--- config.mk ---
export PLATFORM = sky130hd
export DESIGN_NAME = pcu_top
export DESIGN_NICKNAME = d
export VERILOG_FILES = /design/src/pcu_pkg.sv /design/src/pcu_evt_if.sv /design/src/pcu_evsel.sv /design/src/pcu_chan.sv /design/src/pcu_top.sv
export SDC_FILE = /design/constraint.sdc
export NUM_CORES = 1
export LEC_CHECK = 0
export BUFFER_PORTS_ARGS = -buffer_cell sky130_fd_sc_hd__clkbuf_2
export CORE_ASPECT_RATIO = 0.9
export CORE_UTILIZATION = 30
export CTS_BUF_LIST = sky130_fd_sc_hd__clkbuf_16
export DETAILED_ROUTE_END_ITERATION = 8
export GPL_ROUTABILITY_DRIVEN = 0
export SYNTH_ARGS = -nofsm -noshare
export SYNTH_HDL_FRONTEND = slang
export SYNTH_SLANG_ARGS = --single-unit
export TNS_END_PERCENT = 5
--- constraint.sdc ---
create_clock -name sys_clk -period 4.26 [get_ports sys_clk]
set_input_delay 0.213 -clock sys_clk [delete_from_list [all_inputs] [get_ports sys_clk]]
set_output_delay 0.213 -clock sys_clk [all_outputs]
set_load 0.02 [all_outputs]
--- src/pcu_pkg.sv ---
// package: register map, field positions and mode codes of the perf counter
package pcu_pkg;

   localparam int ADDR_W = 8;

   // register byte offsets; each channel owns a block of three words
   localparam logic [7:0] OFS_CTRL   = 8'h00;
   localparam logic [7:0] OFS_START0 = 8'h04;
   localparam logic [7:0] OFS_END0   = 8'h08;
   localparam logic [7:0] OFS_CNT0   = 8'h0C;
   localparam logic [7:0] CH_STRIDE  = 8'h0C;
   localparam logic [7:0] OFS_STAT   = 8'h1C;

   // control fields
   localparam int          CTRL_CHAIN = 0;
   localparam int          CTRL_ONCE  = 1;
   localparam int          CTRL_CLR   = 2;
   localparam int          CTRL_MODE0 = 4;
   localparam int          MODE_W     = 4;
   localparam logic [31:0] CTRL_RST   = 32'h0000_0000;
   localparam logic [31:0] CTRL_WMASK = 32'h0000_0FF3;

   // status fields
   localparam int ST_OVF = 0;
   localparam int ST_WIN = 4;
   localparam int ST_RUN = 8;

   // widths of the exception and interrupt class vectors
   localparam int N_EXC = 4;
   localparam int N_INT = 3;

   typedef enum logic [3:0] {
      MODE_OFF     = 4'h0,
      MODE_CYC     = 4'h1,
      MODE_SUP     = 4'h2,
      MODE_XI_CYC  = 4'h3,
      MODE_EXC_CYC = 4'h4,
      MODE_INT_CYC = 4'h5,
      MODE_INSTR   = 4'h6,
      MODE_XI_CNT  = 4'h7,
      MODE_EXC_CNT = 4'h8,
      MODE_INT_CNT = 4'h9,
      MODE_EVT     = 4'hA
   } pcu_mode_type;

endpackage

--- src/pcu_evt_if.sv ---
// interface: qualified core event strobes from the qualifier to the channels
interface pcu_evt_if;
   logic        running;
   logic        run_start;
   logic        sup_cyc;
   logic        exc_cyc;
   logic        int_cyc;
   logic        retire;
   logic [31:0] retire_pc;
   logic        exc_acc;
   logic        int_acc;

   modport src (output running, run_start, sup_cyc, exc_cyc, int_cyc,
                output retire, retire_pc, exc_acc, int_acc);
   modport dst (input running, run_start, sup_cyc, exc_cyc, int_cyc,
                input retire, retire_pc, exc_acc, int_acc);
endinterface

--- src/pcu_evsel.sv ---
// core event qualifier: folds exception and interrupt classes into strobes
module pcu_evsel (
   input  wire logic                      sys_clk,
   input  wire logic                      rst,
   input  wire logic                      core_running,
   input  wire logic                      core_supervisor,
   input  wire logic [pcu_pkg::N_EXC-1:0] core_exc_busy,
   input  wire logic [pcu_pkg::N_INT-1:0] core_int_busy,
   input  wire logic [pcu_pkg::N_EXC-1:0] core_exc_take,
   input  wire logic [pcu_pkg::N_INT-1:0] core_int_take,
   input  wire logic                      core_retire,
   input  wire logic [31:0]               core_retire_pc,
   pcu_evt_if.src                         evt
);

   logic run_prev_reg;

   // remembers the run level to find the start of each run
   always_ff @(posedge sys_clk) begin
      if (rst) begin
         run_prev_reg <= 1'b0;
      end else begin
         run_prev_reg <= core_running;
      end
   end

   // class folding and run qualification
   assign evt.running   = core_running;
   assign evt.run_start = core_running && !run_prev_reg;
   assign evt.sup_cyc   = core_running && core_supervisor;
   assign evt.exc_cyc   = |core_exc_busy;
   assign evt.int_cyc   = |core_int_busy;
   assign evt.exc_acc   = |core_exc_take;
   assign evt.int_acc   = |core_int_take;
   assign evt.retire    = core_retire;
   assign evt.retire_pc = core_retire_pc;

endmodule // pcu_evsel

--- src/pcu_chan.sv ---
// one counter channel: mode decode, measurement window and counter
module pcu_chan #(
   parameter int CNT_W = 32
) (
   input  wire logic                       sys_clk,
   input  wire logic                       rst,
   pcu_evt_if.dst                          evt,
   input  wire logic [pcu_pkg::MODE_W-1:0] mode,
   input  wire logic [31:0]                start_pc,
   input  wire logic [31:0]                end_pc,
   input  wire logic                       ev_match,
   input  wire logic                       clr,
   input  wire logic                       chain_lo,
   input  wire logic                       chain_hi,
   input  wire logic                       carry_in,
   output logic      [CNT_W-1:0]           cnt_val,
   output logic                            ovf,
   output logic                            carry_out,
   output logic                            win_open
);

   typedef enum logic [1:0] {
      PCU_WIN_SHUT = 2'b01,
      PCU_WIN_OPEN = 2'b10
   } pcu_win_type;

   pcu_win_type      win_reg;
   logic             hit;
   logic             step;
   logic [CNT_W-1:0] cnt_reg;
   logic             ovf_reg;

   // window opens after the start instruction, shuts after the end one
   always_ff @(posedge sys_clk) begin
      if (rst || clr) begin
         win_reg <= PCU_WIN_SHUT;
      end else begin
         case (win_reg)
            PCU_WIN_SHUT: if (evt.retire && evt.retire_pc == start_pc &&
                              mode != pcu_pkg::MODE_OFF) begin
               win_reg <= PCU_WIN_OPEN;
            end
            PCU_WIN_OPEN: if (evt.retire && evt.retire_pc == end_pc) begin
               win_reg <= PCU_WIN_SHUT;
            end
            default: win_reg <= PCU_WIN_SHUT;
         endcase
      end
   end

   // selects what the channel counts
   always_comb begin
      case (pcu_pkg::pcu_mode_type'(mode))
         pcu_pkg::MODE_CYC:     hit = 1'b1;
         pcu_pkg::MODE_SUP:     hit = evt.sup_cyc;
         pcu_pkg::MODE_XI_CYC:  hit = evt.exc_cyc | evt.int_cyc;
         pcu_pkg::MODE_EXC_CYC: hit = evt.exc_cyc;
         pcu_pkg::MODE_INT_CYC: hit = evt.int_cyc;
         pcu_pkg::MODE_INSTR:   hit = evt.retire;
         pcu_pkg::MODE_XI_CNT:  hit = evt.exc_acc | evt.int_acc;
         pcu_pkg::MODE_EXC_CNT: hit = evt.exc_acc;
         pcu_pkg::MODE_INT_CNT: hit = evt.int_acc;
         pcu_pkg::MODE_EVT:     hit = ev_match;
         default:               hit = 1'b0;
      endcase
   end

   // a chained upper half counts carries only; halted core counts nothing
   assign step = chain_hi ? carry_in
                          : (win_reg == PCU_WIN_OPEN) && evt.running && hit;
   assign carry_out = step && (&cnt_reg);

   // counter keeps its value across halts until cleared
   always_ff @(posedge sys_clk) begin
      if (rst || clr) begin
         cnt_reg <= '0;
      end else if (step) begin
         cnt_reg <= cnt_reg + 1'b1;
      end
   end

   // sticky overflow; a wrap in the clear cycle still sets it
   always_ff @(posedge sys_clk) begin
      if (rst) begin
         ovf_reg <= 1'b0;
      end else if (carry_out && !chain_lo) begin
         ovf_reg <= 1'b1;
      end else if (clr) begin
         ovf_reg <= 1'b0;
      end
   end

   assign cnt_val  = cnt_reg;
   assign ovf      = ovf_reg;
   assign win_open = (win_reg == PCU_WIN_OPEN);

endmodule // pcu_chan

--- src/pcu_top.sv ---
// top of the performance counter: apb registers, channels and checks

// Overview of operation
// - a channel whose mode is off never counts, except a chained upper half, which counts carries
// - cycle mode counts every core clock inside the start/stop window
// - supervisor mode counts only cycles spent in supervisor state
// - combined handler mode counts exception or interrupt handler cycles
// - exception cycle mode counts exception handler cycles, not interrupts
// - interrupt cycle mode counts interrupt handler cycles only
// - instruction mode counts one per completed instruction
// - combined accept mode counts each cycle in which an exception or interrupt is accepted
// - exception count mode counts accepted exceptions only
// - interrupt count mode counts accepted interrupts only
// - event mode counts each match of the event condition
// - exceptions are undefined, privileged, float, trap; interrupts nmi, maskable, reset
// - window opens at the start address instruction, closes at the end one
// - counting starts by itself when the core runs user code
// - after halt and resume the count continues, not restarted
// - with single-run set each new run starts from zero
// - large variant has two independent 32-bit counters
// - chaining makes the two counters one 64-bit counter
// - small variant has a single 24-bit counter
// - overflow during measurement is recorded for the host
module pcu_top #(
   parameter int NUM_CH = 2,
   parameter int CNT_W  = 32
) (
   input  wire logic                       sys_clk,
   input  wire logic                       rst,

   input  wire logic                       psel,
   input  wire logic                       penable,
   input  wire logic                       pwrite,
   input  wire logic [pcu_pkg::ADDR_W-1:0] paddr,
   input  wire logic [31:0]                pwdata,
   output logic      [31:0]                prdata,
   output logic                            pready,
   output logic                            pslverr,

   input  wire logic                       core_running,
   input  wire logic                       core_supervisor,
   input  wire logic [pcu_pkg::N_EXC-1:0]  core_exc_busy,
   input  wire logic [pcu_pkg::N_INT-1:0]  core_int_busy,
   input  wire logic [pcu_pkg::N_EXC-1:0]  core_exc_take,
   input  wire logic [pcu_pkg::N_INT-1:0]  core_int_take,
   input  wire logic                       core_retire,
   input  wire logic [31:0]                core_retire_pc,
   input  wire logic [NUM_CH-1:0]          ev_match
);

   pcu_evt_if evt ();

   logic [31:0]      ctrl_reg;
   logic [31:0]      start_reg [NUM_CH];
   logic [31:0]      end_reg   [NUM_CH];
   logic [31:0]      hi_shadow_reg;
   logic [31:0]      prdata_reg;
   logic [31:0]      stat_w;
   logic [CNT_W-1:0] cnt_w     [NUM_CH];
   logic [NUM_CH-1:0] ovf_w;
   logic [NUM_CH-1:0] carry_w;
   logic [NUM_CH-1:0] win_w;
   logic             wr_en;
   logic             rd_setup;
   logic             chain_en;
   logic             clr_all;

   // byte offset of a per-channel register
   function automatic logic [7:0] ch_ofs(input logic [7:0] base,
                                         input int         ch);
      ch_ofs = 8'(base + ch * pcu_pkg::CH_STRIDE);
   endfunction

   // true for every offset that holds a register
   function automatic logic is_mapped(input logic [7:0] a);
      is_mapped = (a == pcu_pkg::OFS_CTRL) || (a == pcu_pkg::OFS_STAT);
      for (int i = 0; i < NUM_CH; i++) begin
         if (a == ch_ofs(pcu_pkg::OFS_START0, i) ||
             a == ch_ofs(pcu_pkg::OFS_END0, i) ||
             a == ch_ofs(pcu_pkg::OFS_CNT0, i)) begin
            is_mapped = 1'b1;
         end
      end
   endfunction

   // read data for one offset; unmapped offsets read zero
   function automatic logic [31:0] rd_word(input logic [7:0] a);
      rd_word = 32'h0000_0000;
      if (a == pcu_pkg::OFS_CTRL) begin
         rd_word = ctrl_reg;
      end
      if (a == pcu_pkg::OFS_STAT) begin
         rd_word = stat_w;
      end
      for (int i = 0; i < NUM_CH; i++) begin
         if (a == ch_ofs(pcu_pkg::OFS_START0, i)) begin
            rd_word = start_reg[i];
         end
         if (a == ch_ofs(pcu_pkg::OFS_END0, i)) begin
            rd_word = end_reg[i];
         end
         if (a == ch_ofs(pcu_pkg::OFS_CNT0, i)) begin
            rd_word = (chain_en && i == 1) ? hi_shadow_reg : 32'(cnt_w[i]);
         end
      end
   endfunction

   // apb phase decode; the slave never inserts wait states
   assign wr_en    = psel && penable && pwrite;
   assign rd_setup = psel && !penable && !pwrite;
   assign pready   = 1'b1;
   assign pslverr  = psel && penable && !is_mapped(paddr);
   assign prdata   = prdata_reg;

   // chaining only exists when a second channel does
   assign chain_en = ctrl_reg[pcu_pkg::CTRL_CHAIN] && (NUM_CH > 1);

   // host clear or automatic clear at the start of a single run
   assign clr_all = (wr_en && paddr == pcu_pkg::OFS_CTRL &&
                     pwdata[pcu_pkg::CTRL_CLR]) ||
                    (evt.run_start && ctrl_reg[pcu_pkg::CTRL_ONCE]);

   // status word gathers overflow, window and run state
   always_comb begin
      stat_w = 32'h0000_0000;
      for (int i = 0; i < NUM_CH; i++) begin
         stat_w[pcu_pkg::ST_OVF + i] = ovf_w[i];
         stat_w[pcu_pkg::ST_WIN + i] = win_w[i];
      end
      stat_w[pcu_pkg::ST_RUN] = core_running;
   end

   // event qualifier
   pcu_evsel u_sel (
      .sys_clk        (sys_clk),
      .rst            (rst),
      .core_running   (core_running),
      .core_supervisor(core_supervisor),
      .core_exc_busy  (core_exc_busy),
      .core_int_busy  (core_int_busy),
      .core_exc_take  (core_exc_take),
      .core_int_take  (core_int_take),
      .core_retire    (core_retire),
      .core_retire_pc (core_retire_pc),
      .evt            (evt)
   );

   // counter channels: two 32-bit by default, one 24-bit for the small part
   for (genvar i = 0; i < NUM_CH; i++) begin : g_ch
      pcu_chan #(
         .CNT_W(CNT_W)
      ) u_ch (
         .sys_clk  (sys_clk),
         .rst      (rst),
         .evt      (evt),
         .mode     (ctrl_reg[pcu_pkg::CTRL_MODE0 + i * pcu_pkg::MODE_W +: pcu_pkg::MODE_W]),
         .start_pc (start_reg[i]),
         .end_pc   (end_reg[i]),
         .ev_match (ev_match[i]),
         .clr      (clr_all),
         .chain_lo (chain_en && i == 0),
         .chain_hi (chain_en && i == 1),
         .carry_in ((i > 0) && carry_w[(i > 0) ? i - 1 : 0]),
         .cnt_val  (cnt_w[i]),
         .ovf      (ovf_w[i]),
         .carry_out(carry_w[i]),
         .win_open (win_w[i])
      );
   end

   // control register: mode fields, chaining and single-run option
   always_ff @(posedge sys_clk) begin
      if (rst) begin
         ctrl_reg <= pcu_pkg::CTRL_RST;
      end else if (wr_en && paddr == pcu_pkg::OFS_CTRL) begin
         ctrl_reg <= pwdata & pcu_pkg::CTRL_WMASK;
      end
   end

   // window address registers of each channel
   for (genvar i = 0; i < NUM_CH; i++) begin : g_adr
      always_ff @(posedge sys_clk) begin
         if (rst) begin
            start_reg[i] <= 32'h0000_0000;
            end_reg[i]   <= 32'h0000_0000;
         end else if (wr_en) begin
            if (paddr == ch_ofs(pcu_pkg::OFS_START0, i)) begin
               start_reg[i] <= pwdata;
            end
            if (paddr == ch_ofs(pcu_pkg::OFS_END0, i)) begin
               end_reg[i] <= pwdata;
            end
         end
      end
   end

   // upper half is frozen when the lower half is read, for a torn-free pair
   always_ff @(posedge sys_clk) begin
      if (rst) begin
         hi_shadow_reg <= 32'h0000_0000;
      end else if (rd_setup && paddr == pcu_pkg::OFS_CNT0) begin
         hi_shadow_reg <= 32'(cnt_w[NUM_CH - 1]);
      end
   end

   // read data is registered in the setup phase
   always_ff @(posedge sys_clk) begin
      if (rst) begin
         prdata_reg <= 32'h0000_0000;
      end else if (rd_setup) begin
         prdata_reg <= rd_word(paddr);
      end
   end

   logic [pcu_pkg::MODE_W-1:0] mode0;
   logic                       quiet0;
   logic [pcu_pkg::MODE_W-1:0] mode1;

   assign mode0  = ctrl_reg[pcu_pkg::CTRL_MODE0 +: pcu_pkg::MODE_W];
   assign mode1  = ctrl_reg[pcu_pkg::CTRL_MODE0 + pcu_pkg::MODE_W +: pcu_pkg::MODE_W];
   assign quiet0 = !clr_all && !(&cnt_w[0]);
endmodule // pcu_top

Word level (Yosys, flattened, before mapping)
Memories as Yosys holds them, arrays and structs flattened.
Cells that the tools add are included.

operators by class
  equal/unequal tests = 39
  bitwise operators = 6
  add/sub/neg operators = 2
  reductions and logical operators = 49
  muxes and demuxes = 45

operators by type and width
  kind                   count
  $mux 32                12
  $eq 32x32->1           4
  $add 32x1->32 const B  2
  $reduce_and 32->1      2
  $eq 4x3->1 const B     8
  $eq 8x5->1 const B     4
  $eq 4x4->1 const B     6
  $logic_and 1x1->1      24
  $mux 1                 24
  $pmux 1 s10            2
  $eq 4x2->1 const B     4
  $eq 8x4->1 const B     2
  $mux 12                1
  $eq 4x1->1 const B     2
  $eq 8x3->1 const B     1
  $logic_not 8->1        1
  $mux 2                 4
  $pmux 2 s2             2
  $reduce_bool 4->1      2
  $reduce_or 4->1        2
  $logic_or 1x1->1       7
  $or 1x1->1             6
  $reduce_or 3->1        2
  $logic_not 1->1        5
  6 further kinds        12

storage, ports and cells
  word-level logic and storage cells = 153
  register bits after elaboration = 145
  output and inout port bits = 34
  RAM bits = 128
  memories = 2
  input port bits = 96

memory list
  name       depth  bits a word  rd ports  clocked after Yosys merged registers in  write ports  RTL line       source
  end_reg    2      32           2         0                                        2            pcu_top.sv:55  logic [31:0] end_reg [NUM_CH];
  start_reg  2      32           2         0                                        2            pcu_top.sv:54  logic [31:0] start_reg [NUM_CH];

Longest topological paths before layout
Gate-level depths: netlist (run 1).

  word-level depth = 9
  mapped depth = 10
  mapped depth without buffers = 7

Hierarchy
A second synthesis (run 1) with hierarchy kept.

unflattened totals
  cells, all modules = 1611
  area, all modules = 15147.0 sq um

modules (own cells, without submodules)
  module     area each (sq um)  cells an instance  times used
  pcu_top    9705.6             927                1
  pcu_chan   2560.0             321                2
  pcu_evsel  321.6              42                 1

Worst setup path after synthesis (run 1)
No wires, ideal clock.

  kind = in2reg
  start point = in paddr[0] in the netlist's numbering
  end point = mem start_reg[1][0] (enable)
  arrival = 4.080 ns
  setup slack = -0.291 ns
  library setup time = 0.470 ns
  cell stages on the path = 6
  buffers on the path = 3
  cells stage by stage = or4_1 clkbuf_1 or4_1 clkbuf_1 clkbuf_1 o31ai_1

RTL lines
  what         RTL line       source
  from (decl)  pcu_top.sv:34  input wire logic [pcu_pkg::ADDR_W-1:0] paddr,
  to (decl)    pcu_top.sv:54

Worst setup path after layout (run 1)
  start point = reg g_ch[0].u_ch.cnt_reg[25]
  end point = reg g_ch[1].u_ch.cnt_reg[31]

between the ends
  word-level cells in the longest chain between the ends = 3

ends and longest elaborated chain
  what                    RTL line        source
  from (decl)             pcu_chan.sv:30  logic [CNT_W-1:0] cnt_reg;
  from (signal assigned)  pcu_chan.sv:78  cnt_reg <= cnt_reg + 1'b1;
  $reduce_and 32->1       pcu_chan.sv:71  assign carry_out = step && (&cnt_reg);
  $logic_and 1x1->1       pcu_chan.sv:71
  $mux 1                  pcu_chan.sv:69  assign step = chain_hi ? carry_in
  to (signal assigned)    pcu_chan.sv:78
  to (decl)               pcu_chan.sv:30

Every way passes these cells.
A chain may end at the register's enable or synchronous reset.

==> flow_summary.ini, run 1 <==
[clock_tree]
cts_setup_buffers = 0
cts_sinks = 273
ctsHoldBuffers = 19
cts_tree = done
clk_latency_ns = 0.55
cts_inserted_buffers = 34
cts_buffer_depth = 3
root_buffer = clkbuf_16
cts.htree.levels = 2
cts.repair.resized = 0
clk_pin_slew_ns = 0.06

[sta]
finClkSkew_ns = 0.01773
tns_ns = 0
tightestPinTransition_ns = 1.170
finalHoldViolCount = 0
clock.fmax_mhz = 317.1
setup_viol = 0
slew_violations = 0
slew-limit-headroom_pct = 21.97
grt_setup_unrepaired = false
finalCritPeriodShare_pct = 74.03
min_period_ns = 3.153
timing.hold.ws_ns = 0.02034
layout_setup_ws_ns = 1.107

[pwr]
irDropWorstVdd_mv = 0.2071
power.leakage_nw = 5.793
p_per_area_nw_per_um2 = 358.6

[setup_path]
end_kind = flop
crit_type = flop to flop
cp-start-kind = flop
critPathRequiredTime_ns = 4.73
crit_fanout = 32
crit_arrival_ns = 3.63

[yosys]
syn_area_per_cell_um2 = 9.567
async_flop_share_pct = 0
ys_seq_area_share_pct = 45.88
synth_edf_count = 128
synthCells = 1537
synthesis.area_um2 = 14700
synth_nets = 1635
synth_warnings = 0
ys_types = 70
ys_ff_latch = 273
ys.flop_type = dfxtp_1
yosysTopAreaCellShare_pct = 26.14
yosys.area.top_type = edfxtp_1
synth_area_leaders = edfxtp_1 26%, dfxtp_1 20%, mux2i_1 6.5%

[global_route]
grt_pass1_wl_mm = 78.87
grt_overflow_total = 0
antenna_found_initial = 3
grt_pass1_vias = 12040
grt_max_degree = 61
grtUsageTotal_pct = 21.23

[outcome]
status = finished clean

[place]
dpl.hpwl_mm = 39.95
place_ws_ns = 0.7342
portBuffers = 128
placed_area_um2 = 16040

[floorplanning]
rows = 76
start_util_pct = 30.56
core-area_um2 = 48120
dieWidth_um = 235.4
fp.dieH_um = 212.0
io-pin-count = 130
dieArea_um2 = 49900

[cells_and_area]
fill_cells = 4873
nets = 1738
syn_to_final_growth_pct = 17.70
final_layout_size_suffix_gt1_share_pct = 16.12
design_area_um2 = 17310

[routing]
drt-vias-per-instance = 5.618
ant_nets = 0
num_vias = 12860
drt_iter0_drc = 1662
drt_wl_total_mm = 53.50
drc = 0
first_pass_iters = 6
wl_per_cell_um = 23.37

[run]
maxCapViolCount = 0

[hold_path]
hp-class = primary input to flop
## worst max-delay path: stages (launching register included)
cell and delay, ns:
dfxtp_1 0.49, nand4_1 0.15, or3_1 0.44, or4b_4 0.60, or4_4 0.65, a2111oi_1 0.52
mux2i_1 0.22
## metrics by stage
stage	cells	utilization [%]	total power, mW
after global routing	2288	35.96	6.377
after global placement	2209	33.33	3.423
final	2289	35.97	6.205
after detailed placement	2209	33.33	3.426
after CTS	2287	35.96	6.235
after floorplan	1537	-	3.168
## per-layer routing
metal,vias to the layer above,global-route usage [%],wire (um)
met5,-,0,0
met4,0,10.12,2291
met3,109,4.337,5146
met2,654,32.53,23500
met1,6284,28.62,22560
li1,5813,-,-
## where the power goes
| group | leakage (nW) | total [mW] | switching, mW | internal [mW] |
|---|---|---|---|---|
| Clock | 0.553 | 2.81 | 1.15 | 1.66 |
| Combinational | 2.85 | 0.504 | 0.326 | 0.178 |
| Sequential | 2.39 | 2.90 | 0.0787 | 2.82 |
## area by class of cell
class / count / area [um^2] / area share [%]
diodes: 2 / 5.005 / 0.02892
clock inverters: 21 / 123.9 / 0.7157
well taps: 624 / 780.7 / 4.511
clock buffers: 38 / 950.9 / 5.495
repair buffers: 181 / 1086 / 6.275
multi-input cells: 1134 / 7552 / 43.64
inverters: 16 / 60.06 / 0.3470
flip-flops and latches: 273 / 6748 / 38.99
## cell families after synthesis
family / synth area share [%]
AO/OA/AOI/OAI: 13.39
XOR/XNOR: 7.862
buffers and inverters: 3.438
multiplexers: 7.454
AND/OR/NAND/NOR: 21.77
other: 0.02550
adder cells (fa/ha/maj): 0.1702
flip-flops: 45.88
## final timing paths
path                                                from  slack [ns]  depth (start not counted)                        to
worst max-delay path            g_ch[0].u_ch.cnt_val[25]        1.11                          6  g_ch[1].u_ch.cnt_val[31]
worst min-delay path                           pwdata[3]        0.02                          2             end_reg[1][3]
worst max register to register  g_ch[0].u_ch.cnt_val[25]        1.11                          6  g_ch[1].u_ch.cnt_val[31]
worst min register to register          hi_shadow_reg[3]        0.45                          2          hi_shadow_reg[3]
## cells in the final DEF, fill, tap and decap left out, drive strengths merged, types with 8 or more instances in the layout
cell type / Yosys / layout
o211ai: 17 / 17
clkbuf: 97 / 164
nor4: 36 / 36
o21ai: 27 / 27
nor2: 39 / 39
inv: 16 / 28
buf: 17 / 36
xnor2: 67 / 67
or2: 29 / 29
nand3: 41 / 41
mux2i: 96 / 96
a21oi: 143 / 143
dfxtp: 145 / 145
nand2: 148 / 148
nand4: 44 / 44
o31ai: 26 / 26
a222oi: 8 / 8
xor2: 65 / 65
and2: 133 / 133
a211oi: 13 / 13
or4: 27 / 27
dlygate4sd3: 0 / 19
nor3: 43 / 43
nor2b: 12 / 12
or3: 9 / 9
a22oi: 15 / 15
edfxtp: 128 / 128
## cell usage after synthesis, types with 6 or more instances
master,n
xnor2_1,67
or3_1,9
xor2_1,65
o21ai_0,27
nor2_1,39
nand4_1,44
nor4_1,36
edfxtp_1,128
clkbuf_1,97
dfxtp_1,145
o31ai_1,26
o22ai_1,7
a22oi_1,15
nor2b_1,12
and2_1,132
buf_1,10
a222oi_1,8
a21oi_1,143
inv_1,16
a211oi_1,13
or2_2,29
mux2i_1,96
and3_1,6
nand2_1,148
or4_1,26
nand3_1,41
nand2b_1,7
nor3_1,43
o211ai_1,17
o21a_1,6
Power figures use the tool's default switching activity.
==> run 2, diff against run 1 <==
==> constraint.sdc (replaced) <==
create_clock -name sys_clk -period 3.2 [get_ports sys_clk]
set_input_delay 0.16 -clock sys_clk [delete_from_list [all_inputs] [get_ports sys_clk]]
set_output_delay 0.16 -clock sys_clk [all_outputs]
set_load 0.02 [all_outputs]
==> run 2 against run 1 <==
Sequential power up 33%. Fmax increased by 2.2%. Largest power group unchanged. Worst hold slack improved by 0.065 ns. Critical path type unchanged. Sequential cell count stayed put. Register-to-register slack worse by 0.99 ns. Combinational power rose by 39%. Clock power rose by 16%.
==> flow_summary.ini, run 2 (synthesis results as in run 1) <==
[outcome]
status = finished clean

[place]
portBuffers = 128
place_inst = 2234
dpl.hpwl_mm = 41.28

[sta]
slew_violations = 0
grt_setup_unrepaired = false
timing.hold.ws_ns = 0.08543
tightestPinTransition_ns = 0.9977
clock.fmax_mhz = 324.2
finalHoldViolCount = 0
min_period_ns = 3.084
finalCritPeriodShare_pct = 96.38
slew-limit-headroom_pct = 33.33
setup_viol = 0
finClkSkew_ns = 0.01162

[setup_path]
crit_type = flop to flop
critPathRequiredTime_ns = 3.72
crit_fanout = 22
end_kind = flop
ff2ff_setup_slack_ns = 0.12
slowest_stage = or4b_4
cp_cell_sequence = nand4_1 > or3_1 > or4b_4 > or4_4 > buf_4 > a2111oi_2 > mux2i_1
crit_start = g_ch[0].u_ch.cnt_val[25]
r2r-start = g_ch[0].u_ch.cnt_val[25]
cp-start-kind = flop
crit_arrival_ns = 3.60
max_stage_delay_ns = 0.59

[pwr]
power.leakage_nw = 5.944
p_per_area_nw_per_um2 = 444.8
irDropWorstVdd_mv = 0.3686

[clock_tree]
cts_inserted_buffers = 31
cts_sinks = 273
cts.htree.levels = 1
root_buffer = clkbuf_16
cts_tree = done
cts_buffer_depth = 3
clk_latency_ns = 0.59
clk_pin_slew_ns = 0.07

[routing]
ant_nets = 0
drt-vias-per-instance = 5.671
drt_wl_total_mm = 55.09
drc = 0
drt_iter0_drc = 1930
first_pass_iters = 6
num_vias = 13200
wl_per_cell_um = 23.66

[global_route]
grtUsageTotal_pct = 21.66
grt_overflow_total = 0
grt_pass1_vias = 12250
antenna_found_initial = 5
grt_pass1_wl_mm = 80.98
grt_max_degree = 61

[floorplanning]
dieArea_um2 = 49900
fp.dieH_um = 212.0
io-pin-count = 130
dieWidth_um = 235.4
start_util_pct = 30.56
core-area_um2 = 48120
rows = 76

[cells_and_area]
finish.utilization_pct = 36.47
final_layout_size_suffix_gt1_share_pct = 17.46
final_cell_mix = 148 x nand2_1, 143 x a21oi_1, 143 x dfxtp_1
layout_commonest_cell = nand2_1
stdcell_count = 2328
nets = 1776
syn_to_final_growth_pct = 19.33

[hold_path]
hp-class = primary input to flop
hp-start = rst

[run]
maxCapViolCount = 0
-- run 2: cell count changes in the layout (fill, tap and decap cells not counted), sizes merged --
cell         delta
buf            +27
bufinv          -1
diode           +1
dlygate4sd3    +14
clkinvlp        -2
inv             -1
clkbuf          -7
clkinv          +8
-- run 2: area by class of cell --
type	count	area (um^2)
fillers	4849	30570
diodes	3	7.507
repair buffers	222	1481
multi-input cells	1134	7567
clock inverters	25	125.1
flip-flops and latches	273	6749
inverters	16	60.06
well taps	624	780.7
clock buffers	31	775.7
-- run 2: path summary, 6_finish.rpt --
check,to,depth (start not counted)
setup / recovery,g_ch[1].u_ch.cnt_val[12],7
hold / removal,prdata[30],2
hold reg to reg,hi_shadow_reg[22],2
setup reg to reg,g_ch[1].u_ch.cnt_val[12],7
-- run 2: layer usage --
metal  track usage, %  share of wire [%]
met2            32.50                 43
met1            29.36                 42
met3            4.570                9.9
met4            11.13                5.6
met5                0              0.049
-- run 2: worst max-delay path: cells and delay by family (launching register included) --
kind | cells | cell delay [ns]
AO/OA/AOI/OAI | 1 | 0.41
buffers and inverters | 1 | 0.24
flip-flops | 1 | 0.44
multiplexers | 1 | 0.23
AND/OR/NAND/NOR | 4 | 1.70
-- run 2: where the power goes --
group | leakage [nW] | switching, mW | total (mW) | internal, mW
clock | 0.477 | 1.50 | 3.25 | 1.75
combinational | 3.08 | 0.445 | 0.702 | 0.256
sequential | 2.39 | 0.105 | 3.85 | 3.75
-- run 2: metrics by stage --
stage	power (mW)	setup TNS, ns	setup slack [ns]	cell area, um^2
final	7.804	0	0.1158	17550
after global routing	8.025	0	0.01944	17540
after CTS	7.839	0	0.08768	17510
after detailed placement	4.576	-0.03771	-0.03771	16280
after global placement	4.575	0	0.1316	16280
after floorplan	4.216	-17.56	-0.2667	14720
-- run 2: timing repair --
action,CTS,global route
pin swaps,0,1
hold buffers,33,0
endpoints found under the setup margin,2,3
gates resized for setup,1,2
endpoints found under the hold margin,136,0
setup buffers,0,2
==> run 3, diff against run 2 <==
--- a/config.mk
+++ b/config.mk
@@ -13,5 +13,6 @@
 export GPL_ROUTABILITY_DRIVEN = 0
 export SYNTH_ARGS = -nofsm -noshare
 export SYNTH_HDL_FRONTEND = slang
+export SYNTH_HIERARCHICAL = 1
 export SYNTH_SLANG_ARGS = --single-unit
 export TNS_END_PERCENT = 5
==> run 3 against run 2 <==
First-iteration DRC count down 20%. Worst setup slack improved by 0.0011 ns. Clock skew is 0.0049 ns higher. Core utilization is 0.34 points lower. Critical endpoint is now g_ch[1].u_ch/cnt_val[18]. Largest power group unchanged.
==> flow_summary.ini, run 3 <==
[outcome]
status = finished clean

[sta]
finalHoldViolCount = 0
min_period_ns = 3.083
finClkSkew_ns = 0.01653
tightestPinTransition_ns = 1.269
slew-limit-headroom_pct = 15.06
clock.fmax_mhz = 324.4
layout_setup_ws_ns = 0.1169
slew_violations = 0
setup_viol = 0
finalCritPeriodShare_pct = 96.35
tns_ns = 0

[global_route]
grt_max_degree = 63
grt_pass1_wl_mm = 81.98
grtUsageTotal_pct = 21.22
grt_overflow_total = 0
grt_pass1_vias = 12770
antenna_found_initial = 2

[run]
maxCapViolCount = 0

[pwr]
power.leakage_nw = 6.274
p_per_area_nw_per_um2 = 437.8
irDropWorstVdd_mv = 0.3759

[cells_and_area]
nets = 1847
syn_to_final_growth_pct = 17.96
stdcell_count = 2444
fill_cells = 4952
layout_commonest_cell = dfxtp_1
final_cell_mix = 142 x dfxtp_1, 133 x nand2_1, 132 x and2_1
final_layout_size_suffix_gt1_share_pct = 16.37
design_area_um2 = 17860

[floorplanning]
io-pin-count = 130
dieWidth_um = 238.8
rows = 77
start_util_pct = 30.63
core-area_um2 = 49420
fp.dieH_um = 215.1
dieArea_um2 = 51360

[clock_tree]
clk_pin_slew_ns = 0.06
root_buffer = clkbuf_16
cts_tree = done
clk_latency_ns = 0.58
cts.htree.levels = 1
cts_sinks = 273
cts_inserted_buffers = 30
cts_setup_buffers = 0
cts_buffer_depth = 3

[routing]
drt_iter0_drc = 1538
wl_per_cell_um = 22.67
drt_wl_total_mm = 55.41
ant_nets = 0
num_vias = 13410
drt-vias-per-instance = 5.489
drc = 0
first_pass_iters = 8

[place]
place_ws_ns = -0.01805
place_inst = 2356
portBuffers = 128
dpl.hpwl_mm = 40.30
placed_area_um2 = 16620

[yosys]
synthesis.area_um2 = 15140
syn_area_per_cell_um2 = 9.408
synth_warnings = 6
synthCells = 1609

[setup_path]
crit_arrival_ns = 3.58
crit_type = flop to flop
critPathRequiredTime_ns = 3.70
cp-start-kind = flop
crit_fanout = 11
end_kind = flop

[hold_path]
hp-class = primary input to flop
[run 3: cell count changes in the layout (fill, tap and decap cells not counted), moves of 24 or more]
cell,before,now
a21oi_1,143,98
mux2i_1,96,63
o22ai_1,7,37
or3_1,9,33
nor2_1,39,87
or2_2,29,2
o21ai_0,24,90
[run 3: per-stage QoR]
| stage | power, mW | utilization [%] | hold slack, ns |
|---|---|---|---|
| 2_1_floorplan | 4.350 | - | 0.2316 |
| 3_3_place_gp | 4.671 | 33.62 | 0.4406 |
| 3_5_place_dp | 4.679 | 33.62 | 0.4463 |
| 4_1_cts | 7.845 | 36.05 | 0.09851 |
| 5_1_grt | 8.058 | 36.12 | 0.1562 |
| 6_report | 7.818 | 36.13 | 0.1213 |
[run 3: final cells by class]
class | instances | area (um^2) | area share, %
clock buffer | 31 | 775.7 | 4.344
multi-input combinational | 1192 | 7726 | 43.27
antenna | 2 | 5.005 | 0.02803
timing repair buffer | 241 | 1615 | 9.046
inverter | 11 | 41.29 | 0.2312
clock inverter | 23 | 102.6 | 0.5746
sequential | 273 | 6750 | 37.80
tap | 671 | 839.6 | 4.702
[run 3: where the power goes]
group          switching, mW  internal [mW]
clock                   1.43           1.73
combinational          0.522          0.290
sequential            0.0881           3.75
total                   2.04           5.78
[run 3: what timing repair did]
item                       4_1_cts  5_1_grt
hold buffers                    32        0
setup endpoints to repair        4       19
resized for setup                0       11
hold endpoints to repair       127        0
pin swaps                        1        2
[run 3: worst paths after layout]
kind / from / to / slack [ns] / cells after the start
setup / recovery: g_ch[0].u_ch/cnt_val[14] / g_ch[1].u_ch/cnt_val[18] / 0.12 / 12
hold reg to reg: hi_shadow_reg[25] / hi_shadow_reg[25] / 0.45 / 2
hold / removal: paddr[5] / prdata[20] / 0.12 / 4
setup reg to reg: g_ch[0].u_ch/cnt_val[14] / g_ch[1].u_ch/cnt_val[18] / 0.12 / 12
[run 3: routing by layer]
| layer | global-route usage [%] | wire (um) | up-vias |
|---|---|---|---|
| li1 | - | - | 6153 |
| met1 | 29.14 | 23630 | 6494 |
| met2 | 32.35 | 24140 | 647 |
| met3 | 2.852 | 4638 | 120 |
| met4 | 11.05 | 3003 | 0 |
| met5 | 0 | 0 | - |
[run 3: critical path, cell delays in order (launching register included)]
cell and delay, ns:
dfxtp_1 0.34, and4_4 0.25, and4_4 0.24, and3_1 0.19, nand4_1 0.19, nor4_2 0.20
and2_1 0.18, a211oi_1 0.05, buf_4 0.17, a2111o_1 0.51, buf_6 0.19, or3_1 0.34
a21oi_1 0.14
